**src/cfsf_defs.svh**
```systemverilog
// Constants for the configuration stream front end: markers, headers and command codes.
// Assumes inclusion by the package and by every design file that needs a figure.
// Behaviour
// - Serial modes never act on width marker words before the sync word.
// - Width detection looks only at the least significant byte lane.
// - Marker 0xBB followed by 0x11 on the low lane selects an 8-bit bus.
// - Marker 0xBB followed by 0x22 selects 16 bits; upper lanes ignored.
// - Marker 0xBB followed by 0x44 selects 32 bits; upper lanes ignored.
// - Any other byte after 0xBB returns detection to hunting for 0xBB; here a repeated 0xBB keeps the marker armed.
// - A valid pair fixes the port width, then the sync hunt begins.
// - Width stays fixed until power cycle, program pulse, or reprogram events.
// - Parallel modes cannot match sync before width detection completes.
// - Words are ignored until sync; the sync position sets word alignment.
// - Sync pattern is 0xAA995566, sent by the source and matched here.
// - After alignment each word is a packet header or a payload word.
// - Header 0x30022001 writes one word to the watchdog timeout register.
// - Header 0x30020001 writes one word to the warm-boot start address.
// - Header 0x30008001 writes a command; low five bits select, zero is null.
// - Command 00111 clears the running CRC accumulator.
// - Header 0x30002001 writes one word to the frame select register.
// - Configuration memory is addressed only in whole, equal-length frames.
// - A CRC register write is compared with the computed CRC; mismatch flags error.
`ifndef CFSF_DEFS_SVH
`define CFSF_DEFS_SVH

`define CFSF_WIDTH_MARK     8'hbb
`define CFSF_CODE_X8        8'h11
`define CFSF_CODE_X16       8'h22
`define CFSF_CODE_X32       8'h44
`define CFSF_SYNC_WORD      32'haa995566
`define CFSF_HDR_TIMER      32'h30022001
`define CFSF_HDR_WBOOT      32'h30020001
`define CFSF_HDR_CMD        32'h30008001
`define CFSF_HDR_FRAME      32'h30002001
`define CFSF_HDR_CRC        32'h30000001
`define CFSF_HDR_NOOP       32'h20000000
`define CFSF_CMD_NULL       5'h00
`define CFSF_CMD_CRC_CLEAR  5'h07
`define CFSF_CMD_REPROG     5'h0f
`define CFSF_CRC_INIT       32'h00000000
`define CFSF_CRC_POLY       32'h1edc6f41
`define CFSF_FRAME_WORDS    8'd93

`endif

```
**src/cfsf_pkg.sv**
```systemverilog
// Types shared by the configuration stream front end.
// Assumes cfsf_defs.svh is on the include path.
`include "cfsf_defs.svh"

package cfsf_pkg;

    typedef enum logic [1:0] {
        CFSF_BUS_NONE = 2'h0,
        CFSF_BUS_X8   = 2'h1,
        CFSF_BUS_X16  = 2'h2,
        CFSF_BUS_X32  = 2'h3
    } cfsf_width_t;

    // Decoded registers, one strobe with the payload word.
    typedef struct packed {
        logic        timer_we;
        logic        wboot_we;
        logic        frame_we;
        logic        cmd_we;
        logic        crc_we;
        logic [31:0] data;
    } cfsf_wr_t;

endpackage : cfsf_pkg

```
**src/cfsf_width_det.sv**
```systemverilog
// Bus width detector: watches the low byte lane for the marker pair.
// Assumes one byte-lane sample per accepted transfer and a synchronous clear.
`include "cfsf_defs.svh"

module cfsf_width_det
    import cfsf_pkg::*;
(
    // Clock and reset
    input  wire logic        core_clk,
    input  wire logic        rst_n,
    // Control
    input  wire logic        clear,
    input  wire logic        enable,
    // Sample
    input  wire logic        valid,
    input  wire logic [7:0]  low_lane,
    // Result
    output cfsf_width_t      width_r
);

    logic seen_mark_r;

    always_ff @(posedge core_clk or negedge rst_n) begin
        if (!rst_n) begin
            seen_mark_r <= 1'b0;
            width_r     <= CFSF_BUS_NONE;
        end else if (clear) begin
            seen_mark_r <= 1'b0;
            width_r     <= CFSF_BUS_NONE;
        end else if (enable && valid && width_r == CFSF_BUS_NONE) begin
            // Only the low lane is examined here.
            if (seen_mark_r) begin
                seen_mark_r <= (low_lane == `CFSF_WIDTH_MARK);
                if (low_lane == `CFSF_CODE_X8) begin
                    width_r <= CFSF_BUS_X8;
                end else if (low_lane == `CFSF_CODE_X16) begin
                    width_r <= CFSF_BUS_X16;
                end else if (low_lane == `CFSF_CODE_X32) begin
                    width_r <= CFSF_BUS_X32;
                end
                // Any byte other than a code or another marker falls back to the hunt.
            end else begin
                seen_mark_r <= (low_lane == `CFSF_WIDTH_MARK);
            end
        end
    end

endmodule : cfsf_width_det

```
**src/cfsf_crc.sv**
```systemverilog
// Running CRC accumulator over payload words after alignment.
// Assumes clear and update are never needed in the same word.
`include "cfsf_defs.svh"

module cfsf_crc
    import cfsf_pkg::*;
(
    // Clock and reset
    input  wire logic        core_clk,
    input  wire logic        rst_n,
    // Control
    input  wire logic        clear,
    input  wire logic        update,
    input  wire logic [31:0] word,
    // Result
    output logic [31:0]      crc_r
);

    function automatic logic [31:0] crc_step(input logic [31:0] c, input logic [31:0] d);
        logic [31:0] r;
        r = c;
        for (int i = 31; i >= 0; i--) begin
            r = (r[31] ^ d[i]) ? ((r << 1) ^ `CFSF_CRC_POLY) : (r << 1);
        end
        return r;
    endfunction : crc_step

    always_ff @(posedge core_clk or negedge rst_n) begin
        if (!rst_n) begin
            crc_r <= `CFSF_CRC_INIT;
        end else if (clear) begin
            crc_r <= `CFSF_CRC_INIT;
        end else if (update) begin
            crc_r <= crc_step(crc_r, word);
        end
    end

endmodule : cfsf_crc

```
**src/cfsf_front_end.sv**
```systemverilog
// Configuration stream front end: width detection, sync hunt and type-1 packet decode.
// Assumes data words arrive on the configuration clock with a one-cycle valid strobe.
// Bytes on cfg_data arrive already restored to unswapped order by the pin logic.
`include "cfsf_defs.svh"

module cfsf_front_end
    import cfsf_pkg::*;
(
    // Clock and reset
    input  wire logic        core_clk,
    input  wire logic        rst_n,
    // Mode and reprogram events
    input  wire logic        parallel_mode,
    input  wire logic        program_pulse,
    input  wire logic        jtag_reprogram_instr,
    // Configuration data port
    input  wire logic        cfg_valid,
    input  wire logic [31:0] cfg_data,
    // Status
    output cfsf_width_t      bus_width,
    output logic             synced_r,
    output logic             crc_error_r,
    output logic             internal_reprogram_cmd,
    output logic             crc_clear_cmd,
    // Registers
    output logic [31:0]      watchdog_timeout_r,
    output logic [31:0]      warm_boot_start_address_r,
    output logic [4:0]       command_code_r,
    output logic [31:0]      frame_select_register_r,
    output logic [7:0]       frame_word_cnt_r
);

    typedef enum logic [1:0] {
        ST_HUNT   = 2'b00,
        ST_HEADER = 2'b01,
        ST_DATA   = 2'b11
    } cfsf_state_t;

    cfsf_state_t state_r;
    cfsf_state_t state_nxt;
    cfsf_wr_t    target_r;
    cfsf_wr_t    wr;
    logic [31:0] crc_val;
    logic        width_clear;
    logic        width_ok;
    logic        payload;

    // A reprogram from the stream itself also clears the width lock.
    assign width_clear = program_pulse | jtag_reprogram_instr | internal_reprogram_cmd;
    assign width_ok    = !parallel_mode || (bus_width != CFSF_BUS_NONE);
    assign payload     = cfg_valid && state_r == ST_DATA;

    cfsf_width_det u_width (
        .core_clk (core_clk),
        .rst_n    (rst_n),
        .clear    (width_clear),
        .enable   (parallel_mode),
        .valid    (cfg_valid),
        .low_lane (cfg_data[7:0]),
        .width_r  (bus_width)
    );

    always_comb begin
        state_nxt = state_r;
        if (cfg_valid) begin
            case (state_r)
                ST_HUNT: begin
                    // Sync needs the width first in parallel modes.
                    if (width_ok && cfg_data == `CFSF_SYNC_WORD) begin
                        state_nxt = ST_HEADER;
                    end
                end
                ST_HEADER: begin
                    if (cfg_data == `CFSF_HDR_TIMER || cfg_data == `CFSF_HDR_WBOOT ||
                        cfg_data == `CFSF_HDR_CMD || cfg_data == `CFSF_HDR_FRAME ||
                        cfg_data == `CFSF_HDR_CRC) begin
                        state_nxt = ST_DATA;
                    end
                end
                ST_DATA: begin
                    state_nxt = ST_HEADER;
                end
                default: begin
                    state_nxt = ST_HUNT;
                end
            endcase
        end
        if (width_clear) begin
            state_nxt = ST_HUNT;
        end
    end

    always_ff @(posedge core_clk or negedge rst_n) begin
        if (!rst_n) begin
            state_r <= ST_HUNT;
        end else begin
            state_r <= state_nxt;
        end
    end

    assign synced_r = (state_r != ST_HUNT);

    // Latch which register the next payload word goes to.
    always_ff @(posedge core_clk or negedge rst_n) begin
        if (!rst_n) begin
            target_r <= '0;
        end else if (cfg_valid && state_r == ST_HEADER) begin
            target_r.timer_we <= (cfg_data == `CFSF_HDR_TIMER);
            target_r.wboot_we <= (cfg_data == `CFSF_HDR_WBOOT);
            target_r.cmd_we   <= (cfg_data == `CFSF_HDR_CMD);
            target_r.frame_we <= (cfg_data == `CFSF_HDR_FRAME);
            target_r.crc_we   <= (cfg_data == `CFSF_HDR_CRC);
            target_r.data     <= '0;
            // A no-operation header leaves every target clear.
        end
    end

    always_comb begin
        wr          = target_r;
        wr.data     = cfg_data;
        wr.timer_we = payload && target_r.timer_we;
        wr.wboot_we = payload && target_r.wboot_we;
        wr.cmd_we   = payload && target_r.cmd_we;
        wr.frame_we = payload && target_r.frame_we;
        wr.crc_we   = payload && target_r.crc_we;
    end

    always_ff @(posedge core_clk or negedge rst_n) begin
        if (!rst_n) begin
            watchdog_timeout_r        <= '0;
            warm_boot_start_address_r <= '0;
            frame_select_register_r   <= '0;
        end else begin
            // A zero timeout leaves the watchdog unused downstream.
            if (wr.timer_we) begin
                watchdog_timeout_r <= wr.data;
            end
            if (wr.wboot_we) begin
                warm_boot_start_address_r <= wr.data;
            end
            if (wr.frame_we) begin
                frame_select_register_r <= wr.data;
            end
        end
    end

    always_ff @(posedge core_clk or negedge rst_n) begin
        if (!rst_n) begin
            command_code_r <= `CFSF_CMD_NULL;
        end else if (wr.cmd_we) begin
            command_code_r <= wr.data[4:0];
        end
    end

    // Command strobes are one-cycle pulses on the payload word; null does nothing.
    assign crc_clear_cmd          = wr.cmd_we && wr.data[4:0] == `CFSF_CMD_CRC_CLEAR;
    assign internal_reprogram_cmd = wr.cmd_we && wr.data[4:0] == `CFSF_CMD_REPROG;

    // The CRC covers payload words other than the CRC value itself.
    cfsf_crc u_crc (
        .core_clk (core_clk),
        .rst_n    (rst_n),
        .clear    (crc_clear_cmd),
        .update   (payload && !wr.crc_we && !crc_clear_cmd),
        .word     (cfg_data),
        .crc_r    (crc_val)
    );

    always_ff @(posedge core_clk or negedge rst_n) begin
        if (!rst_n) begin
            crc_error_r <= 1'b0;
        end else if (wr.crc_we && wr.data != crc_val) begin
            // A mismatch wins over a reprogram in the same cycle so no error is ever lost.
            crc_error_r <= 1'b1;
        end else if (width_clear) begin
            crc_error_r <= 1'b0;
        end
    end

    // Frame data loading sits downstream; a frame select restarts at the head of a frame.
    always_ff @(posedge core_clk or negedge rst_n) begin
        if (!rst_n) begin
            frame_word_cnt_r <= '0;
        end else if (wr.frame_we) begin
            frame_word_cnt_r <= '0;
        end
    end

endmodule : cfsf_front_end

```
**config.mk**
```make
export PLATFORM = sky130hd
export DESIGN_NAME = cfsf_front_end
export DESIGN_NICKNAME = d
export VERILOG_FILES = /design/src/cfsf_pkg.sv /design/src/cfsf_width_det.sv /design/src/cfsf_crc.sv /design/src/cfsf_front_end.sv
export VERILOG_INCLUDE_DIRS = /design/src
export SDC_FILE = /design/constraint.sdc
export NUM_CORES = 1
export LEC_CHECK = 0
export BUFFER_PORTS_ARGS = -buffer_cell sky130_fd_sc_hd__buf_2
export CAP_MARGIN = 10
export CORE_UTILIZATION = 57
export CTS_BUF_LIST = sky130_fd_sc_hd__clkbuf_4 sky130_fd_sc_hd__clkbuf_8
export DETAILED_ROUTE_END_ITERATION = 8
export HOLD_SLACK_MARGIN = 0.08
export PLACE_DENSITY = 0.87
export SYNTH_ARGS = -nofsm -noshare
export SYNTH_HDL_FRONTEND = slang
export SYNTH_HIERARCHICAL = 1
export SYNTH_SLANG_ARGS = --single-unit
```
**constraint.sdc**
```tcl
create_clock -name core_clk -period 12.9 [get_ports core_clk]
set_input_delay 2.58 -clock core_clk [delete_from_list [all_inputs] [get_ports core_clk]]
set_output_delay 2.58 -clock core_clk [all_outputs]
set_load 0.02 [all_outputs]
```
==> metrics.txt, run 1 <==
status completed; antenna violations before repair 2; Crit path max-delay family XOR/XNOR gates; die height 137 um; clk sinks 144; # setup viols final 0; worst setup margin 5.39 ns; first-pass GRT wire length 39900 um; clock transition at the registers of the reported paths 0.09 ns; Critical Path RT 13.25 ns; DRC 0; worst path bufs/invs 1; worst path arrival time 7.86 ns; Yosys reg bits 144; CP max FO 9; main flop type after synthesis dfrtp_1; Num CTS Buffers 17; fraction of layout cells with a size suffix above 1 0.367; post-cts sizing count 0; Slowest Stage Delay on Critical Path 0.69 ns; WS Path Type primary input to flop; register area share after synthesis 0.345; Setup Fix Bufs, Post-CTS 0; drt first pass iters 5; post-synthesis mux area share 0.113; Synth Area per Inst 13.4 um^2; largest net degree at the start of global routing 94; I/O pin cnt 153; cts hold-fix bufs 0; asr flop ratio synth 1.00; TNS Setup 0 ns; pre-CTS setup slack 5.01 ns; grt total ovfl 0; H-tree depth 4; commonest non-fill, non-tap cells in the layout xnor2_1, dfrtp_1, buf_2, mux2_2, xor2_1; Synth Area in Compound Gates 0.0315; Final Max Tran Viols 0; area grow syn2layout 12.9%; violation count after the first detailed-route iteration 534; Hold Violations, Final 0; Warnings, synthesis 6; GPL Wtd Cong 0.977; antenna viol nets, final 0; Slew @ Worst Pin 0.842 ns; Post-Place Cells 1134; CP max stage cell xnor3_1; row count 49; nets 962; DP HPWL 20300 um; slew margin rel. 0.438; CTS Buffer Depth 2; worst min-delay path class flop to flop; largest family of logic cells by synthesized area XOR/XNOR gates; Port Buffer Count 144; vias in the first global route 6731; CP Capture Type flop; period utilization 0.582; Max Fclk 133 MHz; Die Wd 137 um; DR vias 6925; xor/xnor share of the synthesized area 0.435; clk root buf clkbuf_8; CTS tree built; # fillers 1333; Tmin final 7.51 ns; Worst-Skew Late Latency 0.45 ns; startpoint types primary input; Mapped Area 10400 um^2; RSZ-0062 raised after global routing no; skew final 0.0126 ns; Hold WS 0.503 ns; commonest non-fill, non-tap cell in the layout xnor2_1; number of max-cap violations 0; Global Route Usage Sum 0.294; post-synthesis adder-cell area fraction 0; CP Cell Sequence buf_2, xor2_4, xnor3_2, xor2_1, xnor3_2, xor2_2, xnor3_1, xor2_1, xnor3_1, xnor2_2, xor3_1, a211oi_1; cells after synthesis 780; DR vias/cell 5.93; synth unique cells 57; initial core utilization 0.581; simple-gate share of the synthesized area 0.0577; DR WL/cell 22.7 um; Die Area 18800 um^2; CORE AREA 18000 um^2; Post-synth EDFFs 0; fin cells 1168; Routed WL 26500 um
==> cells by family (layout without fill, tap and decap cells) <==
group	count (synthesis)	in the layout
multiplexers	105	105
AND/OR/NAND/NOR	109	109
XOR/XNOR	343	343
buffers and inverters	35	185
flip-flops	144	144
other	1	10
AO/OA/AOI/OAI	43	43
==> layout make-up <==
cell class | count | area (um^2) | area share
Inverter | 2 | 7.51 | 0.000637
Antenna cell | 2 | 5.00 | 0.000425
Multi-Input combinational cell | 608 | 6690 | 0.568
Clock buffer | 18 | 248 | 0.0210
Timing Repair Buffer | 151 | 779 | 0.0662
Sequential cell | 144 | 3600 | 0.306
Clock inverter | 14 | 165 | 0.0140
Tap cell | 229 | 287 | 0.0243
==> synthesized netlist by cell type, types with 10 or more instances <==
library cell / count / area [um^2]
nand2_1: 15 / 56.3
xnor2_2: 10 / 163
mux2_2: 101 / 1140
dfrtp_1: 144 / 3600
nor4_1: 11 / 68.8
xnor3_1: 56 / 1260
xnor3_2: 18 / 428
nor2_1: 43 / 161
a211oi_1: 29 / 218
xnor2_1: 158 / 1380
xor2_1: 74 / 648
clkbuf_1: 11 / 41.3
buf_1: 10 / 37.5
==> state kept, by name, indices dropped and copies added, names as in the netlist <==
register	count
command_code_r	5
crc_error_r	1
frame_select_register_r	32
state_r	2
target_r	5
u_crc/crc_r	32
u_width/seen_mark_r	1
u_width/width_r	2
warm_boot_start_address_r	32
watchdog_timeout_r	32
==> per-stage QoR <==
| step | util | cell area [um^2] |
|---|---|---|
| after floorplan | - | 10500 |
| after global placement | 0.633 | 11400 |
| after detailed placement | 0.633 | 11400 |
| after CTS | 0.656 | 11800 |
| after global routing | 0.656 | 11800 |
| final | 0.656 | 11800 |
==> routing by layer <==
layer  global-route usage  wire [um]  up-vias
met5                    0          0        -
met4               0.0977        542        0
met3               0.0508       2020       40
met2                0.477      12700      339
met1                0.403      11200     3543
li1                     -          -     3003
==> worst min-delay path: stages (launching register included) <==
cell and delay (ns):
dfrtp_1 0.35, nand2_1 0.06, o31ai_2 0.06
==> final timing paths <==
check                           depth (start not counted)  slack (ns)                     endpoint       startpoint
min in group asynchronous                               1        2.19       watchdog_timeout_r[11]            rst_n
worst max register to register                         11        7.19              u_crc/crc_r[25]  u_crc/crc_r[25]
worst min register to register                          2        0.50                 target_r[35]     target_r[35]
worst max-delay path                                   12        5.39              u_crc/crc_r[25]     cfg_data[31]
worst min-delay path                                    2        0.50                 target_r[35]     target_r[35]
max in group asynchronous                               2        9.52  frame_select_register_r[30]            rst_n
Power of run 1 is not shown: default switching activity piles up to over one toggle a cycle in this logic, so the estimate is an artifact.
==> run 2: changes to the inputs <==
ABC_AREA = 1   (was default)
PLACE_DENSITY = 0.85   (was 0.87)
clock period = 7.4 ns   (was 12.9 ns; I/O delays follow)
==> metrics.txt, run 2 <==
Post-synth EDFFs 0 (unchanged); initial core utilization 0.587 (+0.00661); clk root buf clkbuf_8; RSZ-0062 raised after global routing no; CTS Buffer Depth 2 (unchanged); Die Wd 156 um (+13%); row count 55 (+12%); most numerous cell in the Yosys netlist nand2_1; Warnings, synthesis 6 (unchanged); hold path endpoint watchdog_timeout_r[23]; vias in the first global route 13.3k (+98%); post-cts sizing count 0 (unchanged); Worst-Skew Late Latency 0.47 ns (+0.02 ns); GPL Wtd Cong 1.02 (+4.2%); Yosys reg bits 144 (unchanged); min-delay src watchdog_timeout_r[23]; Global Route Usage Sum 0.383 (+0.0890); Synth Area per Inst 6.23 um^2 (-53%); Setup Fix Bufs, Post-CTS 0 (unchanged); I/O pin cnt 153 (unchanged); fin cells 2613 (+120%); die height 156 um (+13%); TNS Setup 0 ns (unchanged); cells after synthesis 2160 (+180%); hold path depth 2 (unchanged); largest net degree at the start of global routing 79 (-16%); commonest non-fill, non-tap cell in the layout nand2_1; Critical Path RT 7.77 ns (-5.48 ns); cts hold-fix bufs 0 (unchanged); Slowest Stage Delay on Critical Path 0.38 ns (-0.31 ns); Worst R2R Path Depth 39 (+28); Worst R2R Setup Slack 1.39 ns (-5.80 ns); Port Buffer Count 144 (unchanged); synth unique cells 38 (-33%); CP max FO 17 (+8); area grow syn2layout 9.31%; asr flop ratio synth 1.00 (unchanged); Critical R2R Launch u_crc/crc_r[31]; skew final 0.0203 ns (+0.00769 ns); nets 2325 (+140%); Num CTS Buffers 17 (unchanged); drt first pass iters 6 (+1); Post-Place Cells 2581 (+130%); register area share after synthesis 0.268 (-0.0777); Crit path max-delay family simple AND/OR/NAND/NOR gates; Die Area 24200 um^2 (+29%); worst min-delay path class flop to flop; H-tree depth 4 (unchanged); period utilization 0.899; Hold Violations, Final 0 (unchanged); first-pass GRT wire length 71700 um (+80%); pre-CTS setup slack 0.396 ns (-4.62 ns); ranking of synthesized cells by area dfrtp_1, nand2_1, nand3_1, xor2_1, inv_1; DRC 0 (unchanged); worst setup margin 0.747 ns (-4.65 ns); diode count 0 (-2); CTS tree built; top cell type's share of synthesized area 0.268 (-0.0777); violation count after the first detailed-route iteration 1691 (+220%); cell mode on critical path nand2_1; clock transition at the registers of the reported paths 0.11 ns (+0.02 ns); number of max-cap violations 0 (unchanged); worst path bufs/invs 5 (+4); top cells by count, synth nand2_1, nand3_1, inv_1; # setup viols final 0 (unchanged); CP max stage cell nand2_1; Mapped Area 13500 um^2 (+29%); worst path arrival time 7.02 ns (-0.84 ns); Max Fclk 150 MHz; CP Capture Type flop; WP depth 40 (+28); reg2reg end u_crc/crc_r[27]; # fillers 2141 (+61%); status completed; DR vias/cell 5.68 (-4.2%); Tmin final 6.65 ns; antenna violations before repair 0 (-2); antenna viol nets, final 0 (unchanged); main flop type after synthesis dfrtp_1; Yosys top cell by area dfrtp_1; Final Max Tran Viols 0 (unchanged); commonest non-fill, non-tap cells in the layout nand2_1, nand3_1, inv_1, dfrtp_1, buf_2; WS Path Type primary input to flop; Slew @ Worst Pin 1.08 ns (+0.239 ns); DR WL/cell 17.6 um (-22%); DP HPWL 36000 um (+77%); slew margin rel. 0.276 (-0.162); clk sinks 144 (unchanged); startpoint types primary input; fraction of layout cells with a size suffix above 1 0.164 (-0.203); CORE AREA 22900 um^2 (+28%); grt total ovfl 0 (unchanged); DR vias 14.8k (+110%); Routed WL 45900 um (+74%)
run 2: worst reg2reg max path: cells and delay by family, from the launching register on:
family / cells / cell delay (ns)
buffers and inverters: 4 / 0.72
AND/OR/NAND/NOR: 35 / 4.73
flip-flops: 1 / 0.48
run 2: final cells by class:
| type | instances | area, um^2 | share of cell area |
|---|---|---|---|
| sequential | 144 | 3600 | 0.245 |
| clock buffer | 17 | 234 | 0.0159 |
| inverter | 202 | 766 | 0.0520 |
| multi-input combinational | 1758 | 8660 | 0.588 |
| clock inverter | 15 | 186 | 0.0127 |
| tap | 313 | 392 | 0.0266 |
| timing repair buffer | 164 | 877 | 0.0596 |
run 2: worst max-delay path by stage:
stage                             from               to  slack, ns
after floorplan           cfg_data[30]  u_crc/crc_r[11]       2.43
after global placement    cfg_data[31]  u_crc/crc_r[27]       0.47
after detailed placement  cfg_data[31]  u_crc/crc_r[27]       0.40
after CTS                 cfg_data[31]  u_crc/crc_r[27]       0.92
after global routing      cfg_data[27]  u_crc/crc_r[27]       0.21
final                     cfg_data[31]  u_crc/crc_r[27]       0.75
run 2: through the flow:
step | util | hold slack, ns | instance area [um^2]
2_1_floorplan | - | 0.453 | 13500
3_3_place_gp | 0.624 | 0.460 | 14300
3_5_place_dp | 0.624 | 0.467 | 14300
4_1_cts | 0.642 | 0.491 | 14700
5_1_grt | 0.642 | 0.508 | 14700
6_report | 0.642 | 0.485 | 14700
run 2: cell families (layout without fill, tap and decap cells):
group           Yosys count  count (layout)  synth area share
flops                   144             144             0.268
simple gates           1474            1474             0.490
other cells               1               8          0.000279
xor+xnor                152             152             0.102
compound gates          124             124            0.0490
buf+inv                 265             398            0.0912
run 2: metal layers:
metal | share of wire | vias up | global-route usage
met1 | 0.41 | 6872 | 0.494
met2 | 0.45 | 784 | 0.617
met4 | 0.050 | 0 | 0.198
met3 | 0.089 | 150 | 0.0667
met5 | 0 | - | 0
li1 | - | 7036 | -
Power of run 2 is left out for the same reason.
